`src/eppc_pkg.sv`:
```
// package: constants and types for the eprom programming control block
package eppc_pkg;
  // ----------------------------------------
  // register map (apb byte addresses)
  // ----------------------------------------
  localparam logic [7:0] EPPC_CTRL_OFS   = 8'h00;
  localparam logic [7:0] EPPC_PWIDTH_OFS = 8'h04;
  localparam logic [7:0] EPPC_ADDR_OFS   = 8'h08;
  localparam logic [7:0] EPPC_DATA_OFS   = 8'h0c;
  localparam logic [7:0] EPPC_CFG_OFS    = 8'h10;
  localparam logic [7:0] EPPC_KEY_OFS    = 8'h14;
  localparam logic [7:0] EPPC_STAT_OFS   = 8'h18;
  localparam logic [7:0] EPPC_RDATA_OFS  = 8'h1c;
  // ----------------------------------------
  // field positions
  // ----------------------------------------
  localparam int EPPC_CTRL_MODE_LSB  = 0;
  localparam int EPPC_CTRL_START_BIT = 4;
  localparam int EPPC_CTRL_VERIFY_BIT = 5;
  localparam int EPPC_CTRL_INCR_BIT  = 6;
  localparam int EPPC_CFG_RLOCK_BIT  = 2;
  localparam int EPPC_CFG_WLOCK_BIT  = 3;
  localparam int EPPC_STAT_BUSY_BIT  = 0;
  localparam int EPPC_STAT_KEYOK_BIT = 1;
  localparam int EPPC_STAT_DENY_BIT  = 2;
  localparam int EPPC_STAT_DONE_BIT  = 3;
  // ----------------------------------------
  // reset values and addresses
  // ----------------------------------------
  localparam logic [15:0] EPPC_PWIDTH_RST = 16'h0100;
  localparam logic [7:0]  EPPC_CFG_RST    = 8'hff;
  localparam logic [15:0] EPPC_PWIDTH_LOC = 16'h4014;
  localparam logic [15:0] EPPC_NODUMP_LO  = 16'h9000;
  localparam logic [15:0] EPPC_NODUMP_HI  = 16'h91ff;
  localparam logic [15:0] EPPC_SIG_ADDR   = 16'h2070;
  localparam logic [15:0] EPPC_VPP_ADDR0  = 16'h2072;
  localparam logic [15:0] EPPC_VPP_ADDR1  = 16'h2074;
  // ----------------------------------------
  // timing: verify access time
  // ----------------------------------------
  localparam int EPPC_CLK_MHZ       = 125;
  localparam int EPPC_VERIFY_NS     = 80;
  localparam int EPPC_VERIFY_CYC    = (EPPC_VERIFY_NS * EPPC_CLK_MHZ + 999) / 1000;
  // ----------------------------------------
  // types
  // ----------------------------------------
  typedef enum logic [2:0] {
    EPPC_MODE_IDLE,
    EPPC_MODE_AUTO,
    EPPC_MODE_AUTO_CFG,
    EPPC_MODE_SLAVE,
    EPPC_MODE_RUNTIME,
    EPPC_MODE_DUMP
  } eppc_mode_t;
  typedef enum {
    EPPC_ST_IDLE,
    EPPC_ST_KEY,
    EPPC_ST_PULSE,
    EPPC_ST_VERIFY,
    EPPC_ST_DONE
  } eppc_state_t;
endpackage

```
`src/eppc_ctrl.sv`:
```
// eprom programming control: apb registers, security check, pulse timer
//
// Function
// - programming pulse length comes from pulse_width_reg in auto, auto-config, run-time modes
// - in slave mode addr_auto_incr advances the address without new command
// - locked config byte forces security key check in auto, auto-config, slave modes
// - on a locked part in auto, auto-config or slave mode, program and verify proceed only when supplied key matches stored key
// - dump mode drives no data for addresses 9000h to 91ffh
// - two readable words after signature encode the programming voltage
// - prog_active shares port2_bit7, addr_auto_incr shares port2_bit4
// - no gang programming master mode and no signals for it
//
// The APB slave port and the register addresses are this design's own decisions.
`timescale 1ns/100ps
`default_nettype none
module eppc_ctrl
  import eppc_pkg::*;
#(
  parameter int          ADDR_W    = 16,
  parameter int          KEY_W     = 32,
  parameter logic [31:0] STORED_KEY = 32'h5a5a_a5a5, // arbitrary value
  parameter logic [15:0] VPP_CODE0  = 16'h00c8,      // arbitrary value
  parameter logic [15:0] VPP_CODE1  = 16'h0000       // arbitrary value
) (
  input  wire logic        pclk,
  input  wire logic        presetn,
  input  wire logic        psel,
  input  wire logic        penable,
  input  wire logic        pwrite,
  input  wire logic [31:0] paddr,
  input  wire logic [31:0] pwdata,
  output var  logic [31:0] prdata,
  output var  logic        pready,
  output var  logic        pslverr,
  input  wire logic        port2_bit4_in,
  output var  logic        port2_bit7_out,
  output var  logic        port2_bit7_oe,
  output var  logic        prog_strobe,
  output var  logic [15:0] prog_addr,
  output var  logic [15:0] prog_wdata,
  output var  logic        dump_data_oe
);
  // ----------------------------------------
  // elaboration checks
  // ----------------------------------------
  if (ADDR_W != 16) begin : g_bad_aw
    $error("eppc_ctrl: ADDR_W must be 16");
  end
  if (KEY_W < 1 || KEY_W > 32) begin : g_bad_kw
    $error("eppc_ctrl: KEY_W must be 1..32");
  end

  // ----------------------------------------
  // state
  // ----------------------------------------
  eppc_mode_t        mode_r;
  eppc_state_t       state_r;
  logic [15:0]       pulse_width_reg_r;
  logic [15:0]       addr_r;
  logic [15:0]       data_r;
  logic [7:0]        chip_config_byte_r;
  logic [KEY_W-1:0]  key_r;
  logic              key_ok_r;
  logic              deny_r;
  logic              done_r;
  logic              verify_req_r;
  logic              start_pulse;
  logic              incr_pulse;
  logic [15:0]       cnt_r;
  logic [15:0]       rdata_r;
  logic [2:0]        incr_sync_r;
  logic              incr_level_r;
  logic              incr_edge;
  logic              wr_en;
  logic              rd_en;
  logic [7:0]        ofs;

  function automatic logic locked(input logic [7:0] cfg_byte);
    // programmed (zero) lock bit means locked
    locked = !cfg_byte[EPPC_CFG_RLOCK_BIT] || !cfg_byte[EPPC_CFG_WLOCK_BIT];
  endfunction

  function automatic logic timed_mode(input eppc_mode_t m);
    timed_mode = (m == EPPC_MODE_AUTO) || (m == EPPC_MODE_AUTO_CFG)
              || (m == EPPC_MODE_RUNTIME);
  endfunction

  assign ofs   = paddr[7:0];
  // upper address bits must be zero, else the write would alias a register
  assign wr_en = psel && penable && pwrite && paddr[31:8] == 24'h0;
  assign rd_en = psel && !penable && !pwrite;
  assign start_pulse = wr_en && ofs == EPPC_CTRL_OFS && pwdata[EPPC_CTRL_START_BIT];
  assign incr_pulse  = wr_en && ofs == EPPC_CTRL_OFS && pwdata[EPPC_CTRL_INCR_BIT];

  // ----------------------------------------
  // apb: zero wait, errors on unmapped offsets
  // ----------------------------------------
  always_ff @(posedge pclk or negedge presetn) begin
    if (!presetn) begin
      pready  <= 1'b0;
      pslverr <= 1'b0;
    end else begin
      pready  <= psel && !penable;
      pslverr <= psel && !penable && (ofs > EPPC_RDATA_OFS || ofs[1:0] != 2'b00
                 || paddr[31:8] != 24'h0);
    end
  end

  always_ff @(posedge pclk or negedge presetn) begin
    if (!presetn) begin
      prdata <= 32'h0;
    end else if (rd_en) begin
      case (ofs)
        EPPC_CTRL_OFS:  prdata <= {29'h0, mode_r};
        EPPC_PWIDTH_OFS: prdata <= {16'h0, pulse_width_reg_r};
        EPPC_ADDR_OFS:  prdata <= {16'h0, addr_r};
        EPPC_DATA_OFS:  prdata <= {16'h0, data_r};
        EPPC_CFG_OFS:   prdata <= {24'h0, chip_config_byte_r};
        EPPC_KEY_OFS:   prdata <= 32'h0;
        EPPC_STAT_OFS:  prdata <= {28'h0, done_r, deny_r, key_ok_r, state_r != EPPC_ST_IDLE};
        EPPC_RDATA_OFS: prdata <= {16'h0, rdata_r};
        default:        prdata <= 32'h0;
      endcase
    end
  end

  // ----------------------------------------
  // software-written registers
  // ----------------------------------------
  always_ff @(posedge pclk or negedge presetn) begin
    if (!presetn) begin
      mode_r             <= EPPC_MODE_IDLE;
      pulse_width_reg_r  <= EPPC_PWIDTH_RST;
      data_r             <= 16'h0;
      chip_config_byte_r <= EPPC_CFG_RST;
      key_r              <= '0;
    end else if (wr_en && state_r == EPPC_ST_IDLE) begin
      case (ofs)
        EPPC_CTRL_OFS: begin
          // gang master mode codes are not decoded
          if (pwdata[2:0] <= 3'h5) begin
            mode_r <= eppc_mode_t'(pwdata[2:0]);
          end
        end
        EPPC_PWIDTH_OFS: pulse_width_reg_r  <= pwdata[15:0];
        EPPC_DATA_OFS:   data_r             <= pwdata[15:0];
        EPPC_CFG_OFS:    chip_config_byte_r <= pwdata[7:0];
        EPPC_KEY_OFS:  key_r              <= pwdata[KEY_W-1:0];
        default: begin
        end
      endcase
    end
  end

  // ----------------------------------------
  // auto-increment pin sync (three stages)
  // ----------------------------------------
  always_ff @(posedge pclk or negedge presetn) begin
    if (!presetn) begin
      incr_sync_r  <= 3'b000;
      incr_level_r <= 1'b0;
    end else begin
      incr_sync_r <= {incr_sync_r[1:0], port2_bit4_in};
      if (incr_sync_r[1] == incr_sync_r[2]) begin
        incr_level_r <= incr_sync_r[2];
      end
    end
  end
  assign incr_edge = incr_sync_r[1] && incr_sync_r[2] && !incr_level_r;

  // ----------------------------------------
  // address counter
  // ----------------------------------------
  always_ff @(posedge pclk or negedge presetn) begin
    if (!presetn) begin
      addr_r <= 16'h0;
    end else if (wr_en && ofs == EPPC_ADDR_OFS && state_r == EPPC_ST_IDLE) begin
      addr_r <= pwdata[15:0];
    end else if (mode_r == EPPC_MODE_SLAVE && state_r == EPPC_ST_IDLE
                 && (incr_edge || incr_pulse)) begin
      addr_r <= addr_r + 16'h0002;
    end
  end

  // ----------------------------------------
  // operation sequencer
  // ----------------------------------------
  always_ff @(posedge pclk or negedge presetn) begin
    if (!presetn) begin
      state_r      <= EPPC_ST_IDLE;
      cnt_r        <= 16'h0;
      key_ok_r     <= 1'b0;
      deny_r       <= 1'b0;
      done_r       <= 1'b0;
      verify_req_r <= 1'b0;
    end else begin
      case (state_r)
        EPPC_ST_IDLE: begin
          if (start_pulse && mode_r != EPPC_MODE_IDLE && mode_r != EPPC_MODE_DUMP) begin
            verify_req_r <= pwdata[EPPC_CTRL_VERIFY_BIT];
            done_r       <= 1'b0;
            deny_r       <= 1'b0;
            if (mode_r != EPPC_MODE_RUNTIME && locked(chip_config_byte_r)) begin
              state_r <= EPPC_ST_KEY;
            end else begin
              state_r <= pwdata[EPPC_CTRL_VERIFY_BIT] ? EPPC_ST_VERIFY : EPPC_ST_PULSE;
              cnt_r   <= pwdata[EPPC_CTRL_VERIFY_BIT] ? 16'(EPPC_VERIFY_CYC)
                                                      : pulse_width_reg_r;
            end
          end
        end
        EPPC_ST_KEY: begin
          key_ok_r <= key_r == STORED_KEY[KEY_W-1:0];
          if (key_r == STORED_KEY[KEY_W-1:0]) begin
            state_r <= verify_req_r ? EPPC_ST_VERIFY : EPPC_ST_PULSE;
            cnt_r   <= verify_req_r ? 16'(EPPC_VERIFY_CYC) : pulse_width_reg_r;
          end else begin
            deny_r  <= 1'b1;
            state_r <= EPPC_ST_DONE;
          end
        end
        EPPC_ST_PULSE, EPPC_ST_VERIFY: begin
          if (cnt_r <= 16'h0001) begin
            state_r <= EPPC_ST_DONE;
          end else begin
            cnt_r <= cnt_r - 16'h0001;
          end
        end
        EPPC_ST_DONE: begin
          done_r  <= 1'b1;
          state_r <= EPPC_ST_IDLE;
        end
        default: state_r <= EPPC_ST_IDLE;
      endcase
    end
  end

  // ----------------------------------------
  // verify readback: voltage words, data word at every other address
  // ----------------------------------------
  always_ff @(posedge pclk or negedge presetn) begin
    if (!presetn) begin
      rdata_r <= 16'h0;
    end else if (state_r == EPPC_ST_VERIFY && cnt_r <= 16'h0001) begin
      case (addr_r)
        EPPC_VPP_ADDR0: rdata_r <= VPP_CODE0;
        EPPC_VPP_ADDR1: rdata_r <= VPP_CODE1;
        default:        rdata_r <= data_r;
      endcase
    end
  end

  // ----------------------------------------
  // pins and array strobes
  // ----------------------------------------
  always_ff @(posedge pclk or negedge presetn) begin
    if (!presetn) begin
      port2_bit7_out <= 1'b0;
      port2_bit7_oe  <= 1'b0;
      prog_strobe    <= 1'b0;
      prog_addr      <= 16'h0;
      prog_wdata     <= 16'h0;
      dump_data_oe   <= 1'b0;
    end else begin
      // high only while an operation is under way
      port2_bit7_out <= state_r == EPPC_ST_PULSE || state_r == EPPC_ST_VERIFY
                     || state_r == EPPC_ST_KEY;
      port2_bit7_oe  <= mode_r != EPPC_MODE_IDLE;
      prog_strobe    <= state_r == EPPC_ST_PULSE && timed_mode(mode_r) || 
                        state_r == EPPC_ST_PULSE && mode_r == EPPC_MODE_SLAVE;
      prog_addr      <= addr_r;
      prog_wdata     <= data_r;
      // the hole stays undriven so the external bus floats there
      dump_data_oe   <= mode_r == EPPC_MODE_DUMP
                     && !(addr_r >= EPPC_NODUMP_LO && addr_r <= EPPC_NODUMP_HI);
    end
  end

  // ----------------------------------------
  // checks
  // ----------------------------------------
  chk_dump_hole_quiet: assert property (@(posedge pclk) disable iff (!presetn)
    (mode_r == EPPC_MODE_DUMP && addr_r >= EPPC_NODUMP_LO && addr_r <= EPPC_NODUMP_HI)
    |=> !dump_data_oe)
    else $error("dump drove data inside protected range");
  chk_key_gate: assert property (@(posedge pclk) disable iff (!presetn)
    (state_r == EPPC_ST_KEY && key_r != STORED_KEY[KEY_W-1:0]) |=> state_r == EPPC_ST_DONE)
    else $error("bad key did not end operation");
  chk_lock_check: assert property (@(posedge pclk) disable iff (!presetn)
    (state_r == EPPC_ST_IDLE && start_pulse && (mode_r == EPPC_MODE_AUTO
     || mode_r == EPPC_MODE_AUTO_CFG || mode_r == EPPC_MODE_SLAVE)
     && locked(chip_config_byte_r)) |=> state_r == EPPC_ST_KEY)
    else $error("locked part skipped key check");
  chk_pulse_len: assert property (@(posedge pclk) disable iff (!presetn)
    (state_r == EPPC_ST_IDLE && start_pulse && timed_mode(mode_r)
     && !locked(chip_config_byte_r) && !pwdata[EPPC_CTRL_VERIFY_BIT])
    |=> cnt_r == $past(pulse_width_reg_r))
    else $error("pulse not loaded from width register");
  chk_active_pin: assert property (@(posedge pclk) disable iff (!presetn)
    (state_r == EPPC_ST_PULSE) |=> port2_bit7_out)
    else $error("active pin low during pulse");
  chk_active_drop: assert property (@(posedge pclk) disable iff (!presetn)
    (state_r == EPPC_ST_DONE) |=> !port2_bit7_out)
    else $error("active pin held after finish");
  chk_auto_incr: assert property (@(posedge pclk) disable iff (!presetn)
    (mode_r == EPPC_MODE_SLAVE && state_r == EPPC_ST_IDLE && incr_pulse
     && !(wr_en && ofs == EPPC_ADDR_OFS)) |=> addr_r == $past(addr_r) + 16'h0002)
    else $error("address did not advance");
  chk_vpp_word: assert property (@(posedge pclk) disable iff (!presetn)
    (state_r == EPPC_ST_VERIFY && cnt_r <= 16'h0001 && addr_r == EPPC_VPP_ADDR0)
    |=> rdata_r == VPP_CODE0)
    else $error("voltage word wrong");
endmodule
`default_nettype wire

```
`config.mk`:
```
export PLATFORM = sky130hd
export DESIGN_NAME = eppc_ctrl
export DESIGN_NICKNAME = d
export VERILOG_FILES = /design/src/eppc_pkg.sv /design/src/eppc_ctrl.sv
export SDC_FILE = /design/constraint.sdc
export NUM_CORES = 1
export LEC_CHECK = 0
export ABC_AREA = 1
export BUFFER_PORTS_ARGS = -buffer_cell sky130_fd_sc_hd__buf_2
export CORE_MARGIN = 3
export CORE_UTILIZATION = 50
export CTS_CLUSTER_SIZE = 16
export DETAILED_ROUTE_END_ITERATION = 10
export GPL_TIMING_DRIVEN = 0
export HOLD_SLACK_MARGIN = 0.02
export PLACE_DENSITY = 0.75
export RECOVER_POWER = 100
export SETUP_SLACK_MARGIN = 0.1
export SYNTH_ARGS = -nofsm -noshare
export SYNTH_HDL_FRONTEND = slang
export SYNTH_SLANG_ARGS = --single-unit
```
`constraint.sdc`:
```
create_clock -name pclk -period 2 [get_ports pclk]
set_input_delay 0.4 -clock pclk [delete_from_list [all_inputs] [get_ports pclk]]
set_output_delay 0.4 -clock pclk [all_outputs]
set_load 0.03 [all_outputs]
```
# Word level (Yosys, flattened, before mapping)
# Cells that the tools add are included.
classes:
  eq_ne: 31
  n_reduce_logical: 62
  n_lt_le_gt_ge: 5
  addsub: 2
  mux: 22
ops:
  columns: ["operator", "n"]
  rows:
  - ["$mux W16", 8]
  - ["$pmux W16 S7", 1]
  - ["$eq A32 B2 Y1 const B", 3]
  - ["$eq A32 B3 Y1 const B", 3]
  - ["$pmux W32 S3", 1]
  - ["$logic_not A32 Y1", 2]
  - ["$mux W32", 2]
  - ["$pmux W16 S3", 1]
  - ["$eq A16 B14 Y1 const B", 2]
  - ["$eq A32 B1 Y1 const B", 1]
  - ["$eq A32 B31 Y1 const B", 1]
  - ["$eq A8 B5 Y1 const B", 4]
  - ["$pmux W16 S2", 1]
  - ["$reduce_bool A32 Y1", 1]
  - ["$logic_and A1 B1 Y1", 24]
  - ["$logic_not A24 Y1", 1]
  - ["$reduce_bool A24 Y1", 1]
  - ["$add A16 B2 Y16 const B", 1]
  - ["$eq A8 B4 Y1 const B", 2]
  - ["$ge A16 B16 Y1 const B", 1]
  - ["$le A16 B1 Y1 const B", 1]
  - ["$le A16 B16 Y1 const B", 1]
  - ["$sub A16 B1 Y16 const B", 1]
  - ["$reduce_and A2 Y1", 7]
  - ["21 further kinds", 51]
totals:
  output_inout_bits: 70
  input_bits: 70
  wordCells: 146
  register_bits: 233

# Depth between registers and ports, before layout
logic_depth:
  ltp_word: 9
  mapped_depth: 13
  depth_no_buf: 13

# Least setup slack after synthesis
# No wires, ideal clock.
synth_timing:
  path_kind: "register to register"
  start: "register cnt_r[0]"
  end: "register rdata_r[3]"
  stages_incl_launch_ff: 10
  path_buffers: 0
  setup_time_ps: 117
  t_arrival_ps: 1684
  t_required_ps: 1883
  period_less_slack_ps: 1801
  setup_slack_ps: 199
  path_cell_list: "dfrtp_1 inv_1 ha_1 nand2_1 nor2_1 o21ai_1 nor4_1 inv_1 nand2_1 nand2_1"
synth_between:
  elab_chain_cells: 2
synth_rtl:
  columns: ["element", "line", "text"]
  rows:
  - ["start, declared", "eppc_ctrl.sv:69", "logic [15:0] cnt_r;"]
  - ["start signal, assigned", "eppc_ctrl.sv:207", "cnt_r <= pwdata[EPPC_CTRL_VERIFY_BIT] ? 16'(EPPC_VERIFY_CYC)"]
  - ["start signal, assigned", "eppc_ctrl.sv:216", "cnt_r <= verify_req_r ? 16'(EPPC_VERIFY_CYC) : pulse_width_reg_r;"]
  - ["start signal, assigned", "eppc_ctrl.sv:226", "cnt_r <= cnt_r - 16'h0001;"]
  - ["$le A16 B1 Y1", "eppc_ctrl.sv:244", "end else if (state_r == EPPC_ST_VERIFY && cnt_r <= 16'h0001) begin"]
  - ["$logic_and A1 B1 Y1", "eppc_ctrl.sv:244", null]
  - ["end signal, assigned", "eppc_ctrl.sv:248", "default: rdata_r <= data_r;"]
  - ["end, declared", "eppc_ctrl.sv:70", "logic [15:0] rdata_r;"]
# No other way between the ends.
# A chain may end at the register's enable or synchronous reset.

# Worst setup path after layout
layout_timing:
  start: "register cnt_r[0]"
  end: "register cnt_r[5]"
layout_between:
  elab_chain_cells: 3
  elab_cells_between_ends: 6
  cone_classes: "1 x add/sub; 1 x order compare; 1 x eq/ne; 2 x mux; 1 x reduce/logical"
layout_rtl:
  columns: ["element", "line"]
  rows:
  - ["$sub A16 B1 Y16 / $le A16 B1 Y1 (equally long branches)", "eppc_ctrl.sv:226, eppc_ctrl.sv:223"]
  - ["$mux W16 / $ne A2 B2 Y1 (equally long branches)", null]
  - ["$pmux W16 S3 / $reduce_and A5 Y1 (equally long branches)", null]
# Parallel ways exist; a longest one is shown, timed or not. The select of a mux whose other input is x is not followed.

==> impl_metrics.json <==
{
  "place_congestion": 0.935,
  "finalHoldWorstSlack_ns": 0.0656,
  "synth_top_area_share_pct": 50.4,
  "cp-start-kind": "flip-flop",
  "synth_area_um2": 8890,
  "synth_edf_count": 0,
  "worstSetupEndpointType": "flip-flop",
  "yosys_warnings": 0,
  "number_of_core_rows": 48,
  "multiInputGateArea_um2": 3680,
  "timing.final.crit_share_pct": 92.5,
  "critPathArrivalTime_ns": 2.23,
  "postSynthRegisterBits": 188,
  "fp.dieW_um": 139,
  "count_of_endpoints_failing_hold_in_the_final_timing_report": 0,
  "die-area_um2": 19400,
  "die_h_um": 139,
  "place.detailed.instances": 1459,
  "worst_hold_path_type": "input port to flip-flop",
  "final-instance-count-excl-fill": 1502,
  "avgViaCountPerCell": 5.40,
  "unrepaired_setup_endpoints_after_global_routing": "yes",
  "clock.fmax_mhz": 540,
  "dpl.hpwl_mm": 18.3,
  "gr-usage-all-layers_pct": 26.0,
  "placed_area_um2": 9880,
  "number_of_top_level_pins": 140,
  "worst-setup-path-type": "flip-flop to flip-flop",
  "synth_area_leaders": "sky130_fd_sc_hd__dfrtp_1, sky130_fd_sc_hd__nand2_1, sky130_fd_sc_hd__o21ai_0",
  "critical_path.max_fanout": 6,
  "floorplan.initialDensity_pct": 51.2,
  "cts_root_buffer": "sky130_fd_sc_hd__clkbuf_16",
  "static-leakage-power_nw": 5.45,
  "clkTransAtPathRegs_ns": 0.07,
  "fillers": 1552,
  "finalWorstPathRequiredPeriod_ns": 1.85,
  "slew_headroom_pct": 43.0,
  "antenna_found_initial": 0,
  "vias_in_the_first_global_route": 7499,
  "final_design_area_no_fill_um2": 10600,
  "starting_drc_count_in_detailed_routing": 729,
  "grt_start_max_net_pins": 116,
  "ir_worst_vdd_mv": 0.687,
  "synthArstFlopShare_pct": 100,
  "max_cap_violations": 0,
  "syn-mean-instance-area_um2": 8.12,
  "ratio_of_cells_with_drive_above_1_in_the_final_layout_pct": 16.2,
  "post-route-util_pct": 60.9,
  "drv_slew": 0,
  "synthToLayoutAreaGrowth_pct": 18.9,
  "fin_total_pwr_w": 0.00734,
  "clock_latency_at_the_later_pin_of_the_worst_skew_pair_ns": 0.44,
  "synth_area_leader_cell": "sky130_fd_sc_hd__dfrtp_1",
  "grt_pass1_wl_mm": 39.6,
  "antenna_left": 0,
  "synth_sequential_area_ratio_pct": 53.1,
  "timing.final.setup_violations": 0,
  "numCtsBuffers": 17,
  "h-tree-depth": 4,
  "route.detailed.drc": 0,
  "required_ns": 2.38,
  "core-area_um2": 17400,
  "cts_tree": "built",
  "drt_wl_total_mm": 25.1,
  "most_used_flip_flop_cell_after_synthesis": "sky130_fd_sc_hd__dfrtp_1",
  "finClkSkew_ns": 0.0110,
  "detailroute.via_count": 8109,
  "layout.nets": 1338,
  "cts-root-to-sink-buffers": 2,
  "global_route.overflow_total": 0,
  "clock-sinks": 188,
  "io_buffer_count": 123,
  "firstDrtPassIters": 5,
  "power_density_over_cell_area_nw_per_um2": 694,
  "worst_slew_pin_slew_ns": 0.854,
  "result_of_the_run": "complete, no violations",
  "route.detailed.wl_per_inst_um": 16.7,
  "yosys.cell_types.count": 42,
  "count_of_mapped_cells_out_of_synthesis": 1095,
  "layout.area.seq_um2": 4720
}
[path summary, 6_finish.rpt]
check,start,slack (ns),endpoint,depth (start not counted)
min in group asynchronous,presetn,0.50,prog_wdata[8],2
max in group asynchronous,presetn,0.28,key_r[5],3
worst max-delay path,cnt_r[0],0.15,cnt_r[5],11
worst max register to register,cnt_r[0],0.15,cnt_r[5],11
worst min-delay path,port2_bit4_in,0.07,incr_sync_r[0],1
worst min register to register,incr_sync_r[0],0.37,incr_sync_r[1],0
[logic make-up after synthesis]
| logic type | count (synthesis) | share of synthesized area [%] |
|---|---|---|
| AO/OA/AOI/OAI | 162 | 9.87 |
| XOR/XNOR | 11 | 1.08 |
| adder cells (fa/ha/maj) | 4 | 0.563 |
| buffers and inverters | 149 | 7.38 |
| flip-flops | 188 | 53.1 |
| other | 1 | 0.0422 |
| AND/OR/NAND/NOR | 580 | 28.0 |
[Yosys cell counts, types with 2 or more instances]
cell / n
sky130_fd_sc_hd__nand2_2: 3
sky130_fd_sc_hd__o22ai_1: 24
sky130_fd_sc_hd__a21oi_1: 11
sky130_fd_sc_hd__o21a_1: 6
sky130_fd_sc_hd__inv_1: 90
sky130_fd_sc_hd__ha_1: 4
sky130_fd_sc_hd__nor3_2: 2
sky130_fd_sc_hd__dfstp_2: 9
sky130_fd_sc_hd__nand3_1: 93
sky130_fd_sc_hd__dfrtp_1: 179
sky130_fd_sc_hd__inv_2: 5
sky130_fd_sc_hd__buf_2: 19
sky130_fd_sc_hd__o21ai_0: 102
sky130_fd_sc_hd__nand3b_1: 5
sky130_fd_sc_hd__and2_1: 2
sky130_fd_sc_hd__nor4_1: 4
sky130_fd_sc_hd__xor2_1: 10
sky130_fd_sc_hd__buf_4: 17
sky130_fd_sc_hd__nand4_1: 18
sky130_fd_sc_hd__clkinv_1: 2
sky130_fd_sc_hd__buf_1: 2
sky130_fd_sc_hd__nor2_2: 3
sky130_fd_sc_hd__nand2_4: 2
sky130_fd_sc_hd__nor2_1: 67
sky130_fd_sc_hd__clkbuf_1: 12
sky130_fd_sc_hd__nor3_4: 3
sky130_fd_sc_hd__o21ai_1: 13
sky130_fd_sc_hd__nand2_1: 365
sky130_fd_sc_hd__nor3_1: 10
[sequential cells by signal (all words and copies together), names as in the netlist, 3 cells and up]
register            flops
state_r                 3
prdata                 16
chip_config_byte_r      8
addr_r                 16
data_r                 16
prog_wdata             16
mode_r                  3
cnt_r                  16
rdata_r                16
prog_addr              16
pulse_width_reg_r      16
incr_sync_r             3
key_r                  32
[cell usage in the layout (no fill, tap or decap), types with 5 or more instances in the layout]
cell / count
sky130_fd_sc_hd__buf_4: 26
sky130_fd_sc_hd__inv_2: 5
sky130_fd_sc_hd__clkbuf_1: 63
sky130_fd_sc_hd__o21a_1: 6
sky130_fd_sc_hd__a21oi_1: 11
sky130_fd_sc_hd__nor2_2: 6
sky130_fd_sc_hd__o22ai_1: 23
sky130_fd_sc_hd__nand3_1: 91
sky130_fd_sc_hd__conb_1: 16
sky130_fd_sc_hd__nor2_1: 63
sky130_fd_sc_hd__buf_2: 77
sky130_fd_sc_hd__nand3b_1: 5
sky130_fd_sc_hd__nor3_1: 10
sky130_fd_sc_hd__o21ai_1: 6
sky130_fd_sc_hd__inv_1: 90
sky130_fd_sc_hd__nand4_1: 18
sky130_fd_sc_hd__o21ai_0: 107
sky130_fd_sc_hd__clkbuf_2: 13
sky130_fd_sc_hd__dfstp_2: 9
sky130_fd_sc_hd__dfrtp_1: 179
sky130_fd_sc_hd__clkbuf_16: 18
sky130_fd_sc_hd__nand2_2: 12
sky130_fd_sc_hd__xor2_1: 10
sky130_fd_sc_hd__nand2_1: 355
[worst max-delay path, cell delays in order (launching register included)]
cell	delay [ns]
sky130_fd_sc_hd__dfrtp_1	0.39
sky130_fd_sc_hd__inv_1	0.13
sky130_fd_sc_hd__ha_2	0.22
sky130_fd_sc_hd__nand2_2	0.09
sky130_fd_sc_hd__a21oi_1	0.18
sky130_fd_sc_hd__nand3_1	0.16
sky130_fd_sc_hd__o21ai_2	0.12
sky130_fd_sc_hd__a21oi_4	0.07
sky130_fd_sc_hd__nand2_4	0.14
sky130_fd_sc_hd__clkbuf_16	0.17
sky130_fd_sc_hd__nand2_1	0.05
sky130_fd_sc_hd__nand2_1	0.05
[layer usage]
layer  global-route usage, %  vias up  share of wire [%]
li1                        -     3877                  -
met2                    39.2      401                 45
met4                    11.9        0                3.9
met3                    4.57       57                8.6
met5                       0        -                  0
met1                    36.9     3774                 42
[metrics by stage]
stage	setup WS [ns]	setup TNS [ns]
floorplan	0.199	0
global placement	-2.45	-467.92
detailed placement	-0.428	-24.08
CTS	0.102	0
global route	0.0222	0
finish	0.149	0
[power breakdown]
part	internal, W	switching, W	total, W
Clock	0.00161	0.00155	0.00316
Sequential	0.00381	0.00000478	0.00382
Combinational	0.0000999	0.000259	0.000359
Total	0.00553	0.00181	0.00734
[area by class of cell]
class                           instances  share of cell area (%)
Antenna cell                            1                  0.0237
Buffer                                 52                    2.89
Clock buffer                           18                    4.06
Clock inverter                         13                    1.05
Inverter                               97                    3.47
Multi-Input combinational cell        773                    34.8
Sequential cell                       188                    44.6
Tap cell                              225                    2.66
Timing Repair Buffer                  135                    6.43
[repair_timing]
action	CTS	global route
pin swaps	1	5
setup buffers	4	5
resized for setup	17	38
gates cloned	0	1
endpoints found under the hold margin	72	0
hold buffers	1	0
setup endpoints to repair	51	120
Power figures use the tool's default switching activity.
